## src/logic/timer8_defines.vh

```
// register map, field positions, reset values and prescaler figures of the 8-bit timer
`ifndef TIMER8_DEFINES_VH
`define TIMER8_DEFINES_VH

// register indices; the apb byte address is four times the index
`define IDX_CONTROL_B      8'h3c
`define IDX_CONTROL_A      8'h3d
`define IDX_FLAGS          8'h3e
`define IDX_CAPTURE_ONE    8'h3f
`define IDX_COMPARE_ONE    8'h40
`define IDX_COUNT          8'h41
`define IDX_COUNT_ALT      8'h42
`define IDX_CAPTURE_TWO    8'h43
`define IDX_COMPARE_TWO    8'h44

// timer_control_a fields
`define CA_CAPTURE_IRQ_EN  7
`define CA_COMPARE_IRQ_EN  6
`define CA_OVERFLOW_IRQ_EN 5
`define CA_FORCE_OUT_TWO   4
`define CA_FORCE_OUT_ONE   3
`define CA_OUT_LEVEL_TWO   2
`define CA_CAPTURE_EDGE_1  1
`define CA_OUT_LEVEL_ONE   0

// timer_control_b fields
`define CB_OUT_PIN_ONE_EN  7
`define CB_OUT_PIN_TWO_EN  6
`define CB_SINGLE_PULSE    5
`define CB_PWM             4
`define CB_CLK_SEL_HI      3
`define CB_CLK_SEL_LO      2
`define CB_CAPTURE_EDGE_2  1
`define CB_WRITE_MASK      8'hfe

// timer_flags fields; bits 7..3 hold the five event flags
`define FL_FREEZE          2
`define FL_EVENT_HI        7
`define FL_EVENT_LO        3

// reset values and the counter top value
`define RST_CONTROL        8'h00
`define RST_COMPARE        8'h00
`define RST_COUNT          8'hfc
`define COUNT_TOP          8'hff

// prescaler divisors for clock select 00, 01, 10, and the slow-clock divisor
`define DIV_SEL_00         4
`define DIV_SEL_01         2
`define DIV_SEL_10         8
`define DIV_SLOW           8000

`endif

```

## src/logic/timer8.v

```verilog
// 8-bit capture/compare timer with one-pulse and pwm modes, apb register slave
//
// Overview of operation
// - capture irq enable lets either capture flag raise the timer interrupt
// - compare irq enable lets either match flag raise the timer interrupt
// - overflow irq enable lets the overflow flag raise the timer interrupt
// - writing force_out_two as 1 copies level two onto pin two if enabled
// - writing force_out_one as 1 copies level one onto pin one if enabled
// - compare-2 match drives level two onto pin two outside pulse/pwm modes; onto pin one in pwm mode
// - capture_edge_one picks falling (0) or rising (1) edge on capture pin one
// - compare-1 match drives level one onto pin one when enabled
// - pin enables route the output and gate its level changes; matching and flags run regardless
// - single-pulse mode: capture pin one edge starts one pulse sized by compare one
// - pwm mode: pin one cycles, pulse by compare one, period by compare two
// - clock select: 00 div 4, 01 div 2, 10 div 8, 11 slow div 8000
// - capture_edge_two picks falling (0) or rising (1) edge on capture pin two
// - capture flag one sets on capture or pwm period end; cleared by flags read then access
// - match flag one sets on compare-1 match; cleared by flags read then access
// - overflow flag sets on ff to 00; cleared via count, not alternate count
// - capture flag two sets on capture two; cleared by flags read then access
// - match flag two sets on compare-2 match; cleared by flags read then access
// - freeze bit stops prescaler, counter and outputs; registers stay accessible
// - capture registers hold the counter value at their capture event
// - compare registers are read/write, reset 00, compared continuously
// - writing either counter register resets count to fc; reads return count
// - in pwm mode compare values take effect only at the period end
// - in pwm mode the compare-2 event reloads the counter with fc
// - in pwm mode hardware never sets the match flags
// - pwm and single-pulse both set means pwm mode only
`timescale 1ns/100ps
`include "timer8_defines.vh"

module timer8 #(
  parameter SLOW_DIV = `DIV_SLOW
) (
  // clock and reset
  input  wire        clock,
  input  wire        rstn,
  // apb slave
  input  wire [11:0] paddr,
  input  wire        psel,
  input  wire        penable,
  input  wire        pwrite,
  input  wire [31:0] pwdata,
  output reg  [31:0] prdata,
  output reg         pready,
  output reg         pslverr,
  // capture inputs
  input  wire        capture_pin_one,
  input  wire        capture_pin_two,
  // compare outputs, enable high while the timer owns the pin
  output reg         compare_pin_one,
  output reg         compare_pin_one_en,
  output reg         compare_pin_two,
  output reg         compare_pin_two_en,
  // timer interrupt request
  output reg         timer_irq
);

  // is the apb address the word of register index idx
  function hit_idx;
    input [11:0] addr;
    input [7:0]  idx;
    begin
      hit_idx = (addr[11:10] == 2'b00) && (addr[9:2] == idx);
    end
  endfunction

  // prescaler limit (divisor minus one) for a clock select code
  function [12:0] presc_limit;
    input [1:0] sel;
    begin
      case (sel)
        2'b00:   presc_limit = 13'd`DIV_SEL_00 - 13'd1;
        2'b01:   presc_limit = 13'd`DIV_SEL_01 - 13'd1;
        2'b10:   presc_limit = 13'd`DIV_SEL_10 - 13'd1;
        default: presc_limit = SLOW_DIV[12:0] - 13'd1;
      endcase
    end
  endfunction

  // state
  reg  [7:0]  ctrl_a_q;
  reg  [7:0]  ctrl_b_q;
  reg  [4:0]  flags_q;
  reg  [4:0]  flags_d;
  reg  [4:0]  arm_q;
  reg  [4:0]  arm_d;
  reg         freeze_q;
  reg  [7:0]  count_q;
  reg  [7:0]  count_d;
  reg  [12:0] presc_q;
  reg  [12:0] presc_d;
  reg  [7:0]  cap_one_q;
  reg  [7:0]  cap_two_q;
  reg  [7:0]  cmp_one_q;
  reg  [7:0]  cmp_two_q;
  reg  [7:0]  cmp_one_act_q;
  reg  [7:0]  cmp_two_act_q;
  reg  [1:0]  cap_prev_q;
  reg         pin_one_d;
  reg         pin_two_d;
  reg  [7:0]  rd_mux;

  // apb phases
  wire        setup    = psel & ~penable;
  wire        done     = psel & penable & pready;
  wire        wr_done  = done & pwrite;
  wire        rd_done  = done & ~pwrite;
  wire [7:0]  wbyte    = pwdata[7:0];

  wire        wr_ctrl_a = wr_done & hit_idx(paddr, `IDX_CONTROL_A);
  wire        wr_ctrl_b = wr_done & hit_idx(paddr, `IDX_CONTROL_B);
  wire        wr_flags  = wr_done & hit_idx(paddr, `IDX_FLAGS);
  wire        rd_flags  = rd_done & hit_idx(paddr, `IDX_FLAGS);
  wire        wr_cmp1   = wr_done & hit_idx(paddr, `IDX_COMPARE_ONE);
  wire        wr_cmp2   = wr_done & hit_idx(paddr, `IDX_COMPARE_TWO);
  wire        wr_count  = wr_done & (hit_idx(paddr, `IDX_COUNT) |
                                     hit_idx(paddr, `IDX_COUNT_ALT));
  wire        valid_idx = hit_idx(paddr, `IDX_CONTROL_B) | hit_idx(paddr, `IDX_CONTROL_A) |
                          hit_idx(paddr, `IDX_FLAGS) | hit_idx(paddr, `IDX_CAPTURE_ONE) |
                          hit_idx(paddr, `IDX_COMPARE_ONE) | hit_idx(paddr, `IDX_COUNT) |
                          hit_idx(paddr, `IDX_COUNT_ALT) | hit_idx(paddr, `IDX_CAPTURE_TWO) |
                          hit_idx(paddr, `IDX_COMPARE_TWO);

  // any access (read or write) that completes the clear sequence of each flag,
  // ordered like flags_q: capture one, match one, overflow, capture two, match two
  wire [4:0]  flag_acc = {5{done}} & {hit_idx(paddr, `IDX_CAPTURE_ONE),
                                      hit_idx(paddr, `IDX_COMPARE_ONE),
                                      hit_idx(paddr, `IDX_COUNT),
                                      hit_idx(paddr, `IDX_CAPTURE_TWO),
                                      hit_idx(paddr, `IDX_COMPARE_TWO)};

  // modes
  wire        pwm_mode    = ctrl_b_q[`CB_PWM];
  wire        pulse_mode  = ctrl_b_q[`CB_SINGLE_PULSE] & ~pwm_mode;
  wire        pin_one_en  = ctrl_b_q[`CB_OUT_PIN_ONE_EN];
  wire        pin_two_en  = ctrl_b_q[`CB_OUT_PIN_TWO_EN];

  // prescaler tick; >= keeps a smaller divisor safe when the select changes mid-count
  wire [12:0] limit = presc_limit(ctrl_b_q[`CB_CLK_SEL_HI:`CB_CLK_SEL_LO]);
  wire        tick  = ~freeze_q & (presc_q >= limit);

  // compare events are judged on the count value that a tick is leaving
  wire        evt_one  = tick & (count_q == cmp_one_act_q);
  wire        evt_two  = tick & (count_q == cmp_two_act_q);
  wire        overflow = tick & (count_q == `COUNT_TOP) & ~(pwm_mode & evt_two);

  // capture edge detection, one channel per pin
  wire [1:0]  cap_pins  = {capture_pin_two, capture_pin_one};
  wire [1:0]  cap_edges = {ctrl_b_q[`CB_CAPTURE_EDGE_2], ctrl_a_q[`CA_CAPTURE_EDGE_1]};
  wire [1:0]  cap_seen;
  genvar      g;
  generate
    for (g = 0; g < 2; g = g + 1) begin : cap_chan
      assign cap_seen[g] = cap_edges[g] ? (cap_pins[g] & ~cap_prev_q[g])
                                        : (~cap_pins[g] & cap_prev_q[g]);
    end
  endgenerate

  // capture pin one is cut off from the timer in pwm mode
  wire        cap_evt_one  = cap_seen[0] & ~pwm_mode;
  wire        cap_evt_two  = cap_seen[1];
  wire        pulse_start  = pulse_mode & cap_evt_one;

  // hardware flag sets, same order as flags_q
  wire [4:0]  flag_set = {cap_evt_one | (pwm_mode & evt_two),
                          evt_one & ~pwm_mode,
                          overflow,
                          cap_evt_two,
                          evt_two & ~pwm_mode};

  // flags: a set in the same cycle as its clear wins
  always @* begin
    flags_d = flag_set | (flags_q & ~(arm_q & flag_acc));
    // only flags seen as 1 by the status read are armed, so a later event survives
    if (rd_flags) begin
      arm_d = prdata[`FL_EVENT_HI:`FL_EVENT_LO];
    end else begin
      arm_d = arm_q & ~flag_acc;
    end
  end

  // prescaler and counter
  always @* begin
    presc_d = presc_q;
    count_d = count_q;
    if (wr_count | pulse_start) begin
      presc_d = 13'd0;
    end else if (tick) begin
      presc_d = 13'd0;
    end else if (~freeze_q) begin
      presc_d = presc_q + 13'd1;
    end
    if (wr_count) begin
      count_d = `RST_COUNT;
    end else if (pulse_start) begin
      count_d = `RST_COUNT;
    end else if (pwm_mode & evt_two) begin
      count_d = `RST_COUNT;
    end else if (tick) begin
      count_d = count_q + 8'd1;
    end
  end

  // compare pin levels; levels only move while the pin is routed to the timer
  // and not frozen, so a force while frozen cannot glitch an unowned pin
  always @* begin
    pin_one_d = compare_pin_one;
    pin_two_d = compare_pin_two;
    if (pin_one_en & ~freeze_q) begin
      if (pwm_mode) begin
        if (evt_two) begin
          pin_one_d = ctrl_a_q[`CA_OUT_LEVEL_TWO];
        end else if (evt_one) begin
          pin_one_d = ctrl_a_q[`CA_OUT_LEVEL_ONE];
        end
      end else if (pulse_start) begin
        pin_one_d = ctrl_a_q[`CA_OUT_LEVEL_TWO];
      end else if (evt_one) begin
        pin_one_d = ctrl_a_q[`CA_OUT_LEVEL_ONE];
      end
      if (wr_ctrl_a & wbyte[`CA_FORCE_OUT_ONE]) begin
        pin_one_d = wbyte[`CA_OUT_LEVEL_ONE];
      end
    end
    if (pin_two_en & ~freeze_q) begin
      if (evt_two & ~pwm_mode & ~pulse_mode) begin
        pin_two_d = ctrl_a_q[`CA_OUT_LEVEL_TWO];
      end
      if (wr_ctrl_a & wbyte[`CA_FORCE_OUT_TWO]) begin
        pin_two_d = wbyte[`CA_OUT_LEVEL_TWO];
      end
    end
  end

  // read data, sampled in the setup cycle
  always @* begin
    rd_mux = 8'h00;
    if (hit_idx(paddr, `IDX_CONTROL_B)) begin
      rd_mux = ctrl_b_q & `CB_WRITE_MASK;
    end else if (hit_idx(paddr, `IDX_CONTROL_A)) begin
      rd_mux = ctrl_a_q;
    end else if (hit_idx(paddr, `IDX_FLAGS)) begin
      rd_mux = {flags_q, freeze_q, 2'b00};
    end else if (hit_idx(paddr, `IDX_CAPTURE_ONE)) begin
      rd_mux = cap_one_q;
    end else if (hit_idx(paddr, `IDX_COMPARE_ONE)) begin
      rd_mux = cmp_one_q;
    end else if (hit_idx(paddr, `IDX_COUNT) | hit_idx(paddr, `IDX_COUNT_ALT)) begin
      rd_mux = count_q;
    end else if (hit_idx(paddr, `IDX_CAPTURE_TWO)) begin
      rd_mux = cap_two_q;
    end else if (hit_idx(paddr, `IDX_COMPARE_TWO)) begin
      rd_mux = cmp_two_q;
    end
  end

  // apb answer: no wait state, data and error registered at setup
  always @(posedge clock or negedge rstn) begin
    if (!rstn) begin
      prdata  <= 32'h0000_0000;
      pready  <= 1'b0;
      pslverr <= 1'b0;
    end else if (setup) begin
      prdata  <= {24'h00_0000, rd_mux};
      pready  <= 1'b1;
      pslverr <= ~valid_idx;
    end else if (done) begin
      pready  <= 1'b0;
      pslverr <= 1'b0;
    end
  end

  // software-written registers
  always @(posedge clock or negedge rstn) begin
    if (!rstn) begin
      ctrl_a_q  <= `RST_CONTROL;
      ctrl_b_q  <= `RST_CONTROL;
      freeze_q  <= 1'b0;
      cmp_one_q <= `RST_COMPARE;
      cmp_two_q <= `RST_COMPARE;
    end else begin
      if (wr_ctrl_a) begin
        ctrl_a_q <= wbyte;
      end
      if (wr_ctrl_b) begin
        ctrl_b_q <= wbyte & `CB_WRITE_MASK;
      end
      if (wr_flags) begin
        freeze_q <= wbyte[`FL_FREEZE];
      end
      if (wr_cmp1) begin
        cmp_one_q <= wbyte;
      end
      if (wr_cmp2) begin
        cmp_two_q <= wbyte;
      end
    end
  end

  // working compare values: live outside pwm, reloaded at the period end in pwm
  always @(posedge clock or negedge rstn) begin
    if (!rstn) begin
      cmp_one_act_q <= `RST_COMPARE;
      cmp_two_act_q <= `RST_COMPARE;
    end else if (~pwm_mode | evt_two) begin
      cmp_one_act_q <= cmp_one_q;
      cmp_two_act_q <= cmp_two_q;
    end
  end

  // timer state
  always @(posedge clock or negedge rstn) begin
    if (!rstn) begin
      flags_q    <= 5'b0_0000;
      arm_q      <= 5'b0_0000;
      count_q    <= `RST_COUNT;
      presc_q    <= 13'd0;
      cap_prev_q <= 2'b00;
      cap_one_q  <= 8'h00;
      cap_two_q  <= 8'h00;
    end else begin
      flags_q    <= flags_d;
      arm_q      <= arm_d;
      count_q    <= count_d;
      presc_q    <= presc_d;
      cap_prev_q <= cap_pins;
      if (cap_evt_one) begin
        cap_one_q <= count_q;
      end
      if (cap_evt_two) begin
        cap_two_q <= count_q;
      end
    end
  end

  // pins and interrupt; freeze takes the pins away from the timer
  always @(posedge clock or negedge rstn) begin
    if (!rstn) begin
      compare_pin_one    <= 1'b0;
      compare_pin_two    <= 1'b0;
      compare_pin_one_en <= 1'b0;
      compare_pin_two_en <= 1'b0;
      timer_irq          <= 1'b0;
    end else begin
      compare_pin_one    <= pin_one_d;
      compare_pin_two    <= pin_two_d;
      compare_pin_one_en <= pin_one_en & ~freeze_q;
      compare_pin_two_en <= pin_two_en & ~freeze_q;
      timer_irq          <= (ctrl_a_q[`CA_CAPTURE_IRQ_EN] & (flags_q[4] | flags_q[1])) |
                            (ctrl_a_q[`CA_COMPARE_IRQ_EN] & (flags_q[3] | flags_q[0])) |
                            (ctrl_a_q[`CA_OVERFLOW_IRQ_EN] & flags_q[2]);
    end
  end

endmodule

```

## config.mk

```make
export PLATFORM = sky130hd
export DESIGN_NAME = timer8
export DESIGN_NICKNAME = d
export VERILOG_FILES = /design/src/logic/timer8.v
export VERILOG_INCLUDE_DIRS = /design/src /design/src/logic
export SDC_FILE = /design/constraint.sdc
export NUM_CORES = 1
export LEC_CHECK = 0
export BUFFER_PORTS_ARGS = -buffer_cell sky130_fd_sc_hd__clkbuf_2
export CORE_MARGIN = 5
export CORE_UTILIZATION = 34
export CTS_CLUSTER_SIZE = 10
export DETAILED_ROUTE_END_ITERATION = 16
export GPL_TIMING_DRIVEN = 0
export RECOVER_POWER = 50
export REMOVE_ABC_BUFFERS = 1
export SLEW_MARGIN = 20
export SYNTH_ARGS = -nofsm -noshare
export SYNTH_HDL_FRONTEND = slang
export SYNTH_SLANG_ARGS = --single-unit
```

## constraint.sdc

```tcl
create_clock -name clock -period 2.95 [get_ports clock]
set_input_delay 0.59 -clock clock [delete_from_list [all_inputs] [get_ports clock]]
set_output_delay 0.59 -clock clock [all_outputs]
set_load 0.01 [all_outputs]
```

==> impl_metrics.env <==
export IMPL_floorplan_initialDensity=0.347
export IMPL_async_flop_share=1.00
export IMPL_place_detailed_instances=829
export IMPL_antenna_found_initial=0
export IMPL_synthDominantAreaCellType="dfrtp_1"
export IMPL_max_cap_violations=1
export IMPL_post_drt_wl_per_cell_um=19.3
export IMPL_hp_start="capture_pin_two"
export IMPL_port_buffers=39
export IMPL_grt_start_max_net_pins=67
export IMPL_die_x_um=146
export IMPL_total_global_route_track_usage=0.155
export IMPL_synth_seq_area_share=0.447
export IMPL_layout_setup_ws_ns=0.185
export IMPL_yosys_register_bits=112
export IMPL_most_common_layout_cells="dfrtp_1 (106), mux2_2 (63), nand2_1 (44)"
export IMPL_final_period_utilization=0.937
export IMPL_insertedDiodeCount=0
export IMPL_avgViaCountPerCell=5.55
export IMPL_whs_ns=0.360
export IMPL_syn_inst=591
export IMPL_timing_critical_path_from="ctrl_b_q[3]"
export IMPL_synth_top_cells_by_area="dfrtp_1 (42%), mux2_2 (11%), o21ai_0 (3.4%), buf_4 (3.1%), nand2_1 (2.7%)"
export IMPL_report_final_slew_viol_count=47
export IMPL_internal_power_uw=2670
export IMPL_timing_final_setup_violations=0
export IMPL_syn_avg_cell_area_sq_um=10.6
export IMPL_cp_required_ns=3.26
export IMPL_ys_warnings_count=0
export IMPL_dieHeight_um=146
export IMPL_fin_skew_ns=0.0133
export IMPL_htree_levels=3
export IMPL_net_switching_power_uw=1420
export IMPL_grt_setup_unrepaired="false"
export IMPL_drt_wl_total_mm=16.4
export IMPL_final_instance_count_excl_fill=847
export IMPL_pwr_share_comb=0.207
export IMPL_synth_edf_count=0
export IMPL_hold_path_class="primary input to flop"
export IMPL_post_route_cells_drive_above_1_share=0.252
export IMPL_sw_frac_of_total=0.347
export IMPL_worst_setup_end_kind="flop"
export IMPL_nets=676
export IMPL_static_leakage_power_uw=0.00309
export IMPL_vdd_ir_drop_max_v=0.000277
export IMPL_crit_path_max_incr_delay_ns=0.60
export IMPL_tritoncts="done"
export IMPL_relSlewSlack=-0.496
export IMPL_vias=4704
export IMPL_synthDistinctLibCells=71
export IMPL_area_delta_synth_final_pct=9.60
export IMPL_core_area_sq_um=18100
export IMPL_ctsLongestPathBuffers=2
export IMPL_netlist_area_leader_share=0.422
export IMPL_cts_sinks=112
export IMPL_crit_path_cell_trace="nand2_2, ha_1, nand4_1, nor4_4, o211ai_4, a21o_4, or4_1, nand2_1"
export IMPL_power_density_nw_per_um2=594
export IMPL_drc_markers=0
export IMPL_grt_overflow=0
export IMPL_initialDrtViolationCount=295
export IMPL_placement_setup_worst_slack_ns=-0.449
export IMPL_die_area_sq_um=21300
export IMPL_design_portCount=90
export IMPL_ys_flop_type="dfrtp_1"
export IMPL_grt_pass1_vias=4696
export IMPL_power_share_sequential=0.482
export IMPL_wire_length_of_the_first_global_routing_pass_mm=26.3
export IMPL_startpoint_type="flop"
export IMPL_final_antenna_net_count=0
export IMPL_path_delay_family="simple AND/OR/NAND/NOR gates"
export IMPL_violations="capacitance limit, slew limit"
export IMPL_place_detailed_hpwl_mm=11.8
export IMPL_power_frac_clock=0.311
export IMPL_crit_arrival_ns=3.07
export IMPL_core_rowCount=49
export IMPL_worstReg2RegStart="ctrl_b_q[3]"
export IMPL_crit_path_max_fanout=20
export IMPL_cts_root_buffer_type="clkbuf_16"
export IMPL_gp_routability_congestion=0.893
export IMPL_drtPass1Iterations=7
export IMPL_timing_final_hold_violations=0
export IMPL_cp_num_buf_inv=0
export IMPL_regToRegSetupSlack_ns=0.18
export IMPL_critical_path_slowest_cell="or4_1"
export IMPL_worst_slew_pin_transition_ns=2.24
export IMPL_run_status="complete, but fails checks"
export IMPL_layout_min_cycle_time_ns=2.77
export IMPL_fmax_ghz=0.362
export IMPL_cts_inserted_buffers=9
export IMPL_mappedNetlistArea_sq_um=6280
export IMPL_clkSlewWorstSetupHoldPaths_ns=0.08
export IMPL_final_common_cell="dfrtp_1"
export IMPL_worst_skew_pair_later_pin_latency_ns=0.37
export IMPL_postCtsHoldBufs=0
export IMPL_critPathKind="flop to flop"
[Yosys cell counts (8+ instances only)]
| cell | number |
|---|---|
| nand3_1 | 33 |
| dfrtp_1 | 106 |
| xor2_1 | 17 |
| nand2_1 | 45 |
| xnor2_1 | 10 |
| inv_1 | 10 |
| a21oi_1 | 23 |
| buf_2 | 10 |
| nor2_1 | 31 |
| mux2i_1 | 8 |
| clkbuf_1 | 11 |
| ha_1 | 12 |
| o21ai_0 | 43 |
| buf_4 | 26 |
| mux2_2 | 63 |
[sequential cells by signal, indices dropped and copies added, names as in the netlist, 2 cells and up]
signal	cells
arm_q	5
cap_one_q	8
cap_prev_q	2
cap_two_q	8
cmp_one_act_q	8
cmp_one_q	8
cmp_two_act_q	8
cmp_two_q	8
count_q	8
ctrl_a_q	8
ctrl_b_q	7
flags_q	5
prdata	8
presc_q	13
[area by class of cell]
cell class                 count  area, sq um
clock buffer                   9          225
clock inverter                 7         82.6
fill                        1709        11200
inverter                      10         37.5
multi-input combinational    438         3190
sequential                   112         2810
tap                          229          287
timing repair buffer          42          253
[final timing paths]
check                                  endpoint  cells past startpoint
worst max-delay path                 flags_q[2]                      8
max in group asynchronous             prdata[1]                      1
worst min-delay path              cap_prev_q[1]                      1
worst min register to register        prdata[1]                      2
min in group asynchronous       compare_pin_one                      1
worst max register to register       flags_q[2]                      8
[what timing repair did]
item                       4_1_cts  5_1_grt
gates resized for setup          5        2
setup buffers                    0        2
setup endpoints to repair       37       22
pin swaps                        0        3
[metal layers]
layer  routed length, um  GRT usage
met3                 829     0.0430
met1                7070      0.201
met4                 372     0.0432
met5                   0          0
met2                8090      0.254
[cell families (layout without fill, tap and decap cells)]
logic type,Yosys count,count (layout),synth area share
AND/OR/NAND/NOR,176,176,0.159
AO/OA/AOI/OAI,128,128,0.140
flip-flops,112,112,0.447
multiplexers,71,71,0.126
buffers and inverters,64,68,0.0659
XOR/XNOR,27,27,0.0376
adder cells (fa/ha/maj),12,12,0.0239
other,1,24,0.000597
[metrics by stage]
stage | util | power, uW | TNS, ns | cell area (sq um)
2_1_floorplan | - | 2470 | 0 | 5990
3_3_place_gp | 0.358 | 2770 | -57.20 | 6480
3_5_place_dp | 0.360 | 2810 | -10.44 | 6520
4_1_cts | 0.379 | 4090 | -0.00121 | 6850
5_1_grt | 0.381 | 4290 | 0 | 6890
6_report | 0.381 | 4090 | 0 | 6890
[power by group through the flow]
stage / registers (uW) / clock network, uW / logic (uW)
CTS: 1970 / 1290 / 828
global route: 2000 / 1350 / 941
floorplan: 1890 / 0 / 580
global placement: 1990 / 0 / 777
detailed placement: 2000 / 0 / 809
finish: 1970 / 1270 / 847
Note: power is estimated with default switching activity, not from simulation.
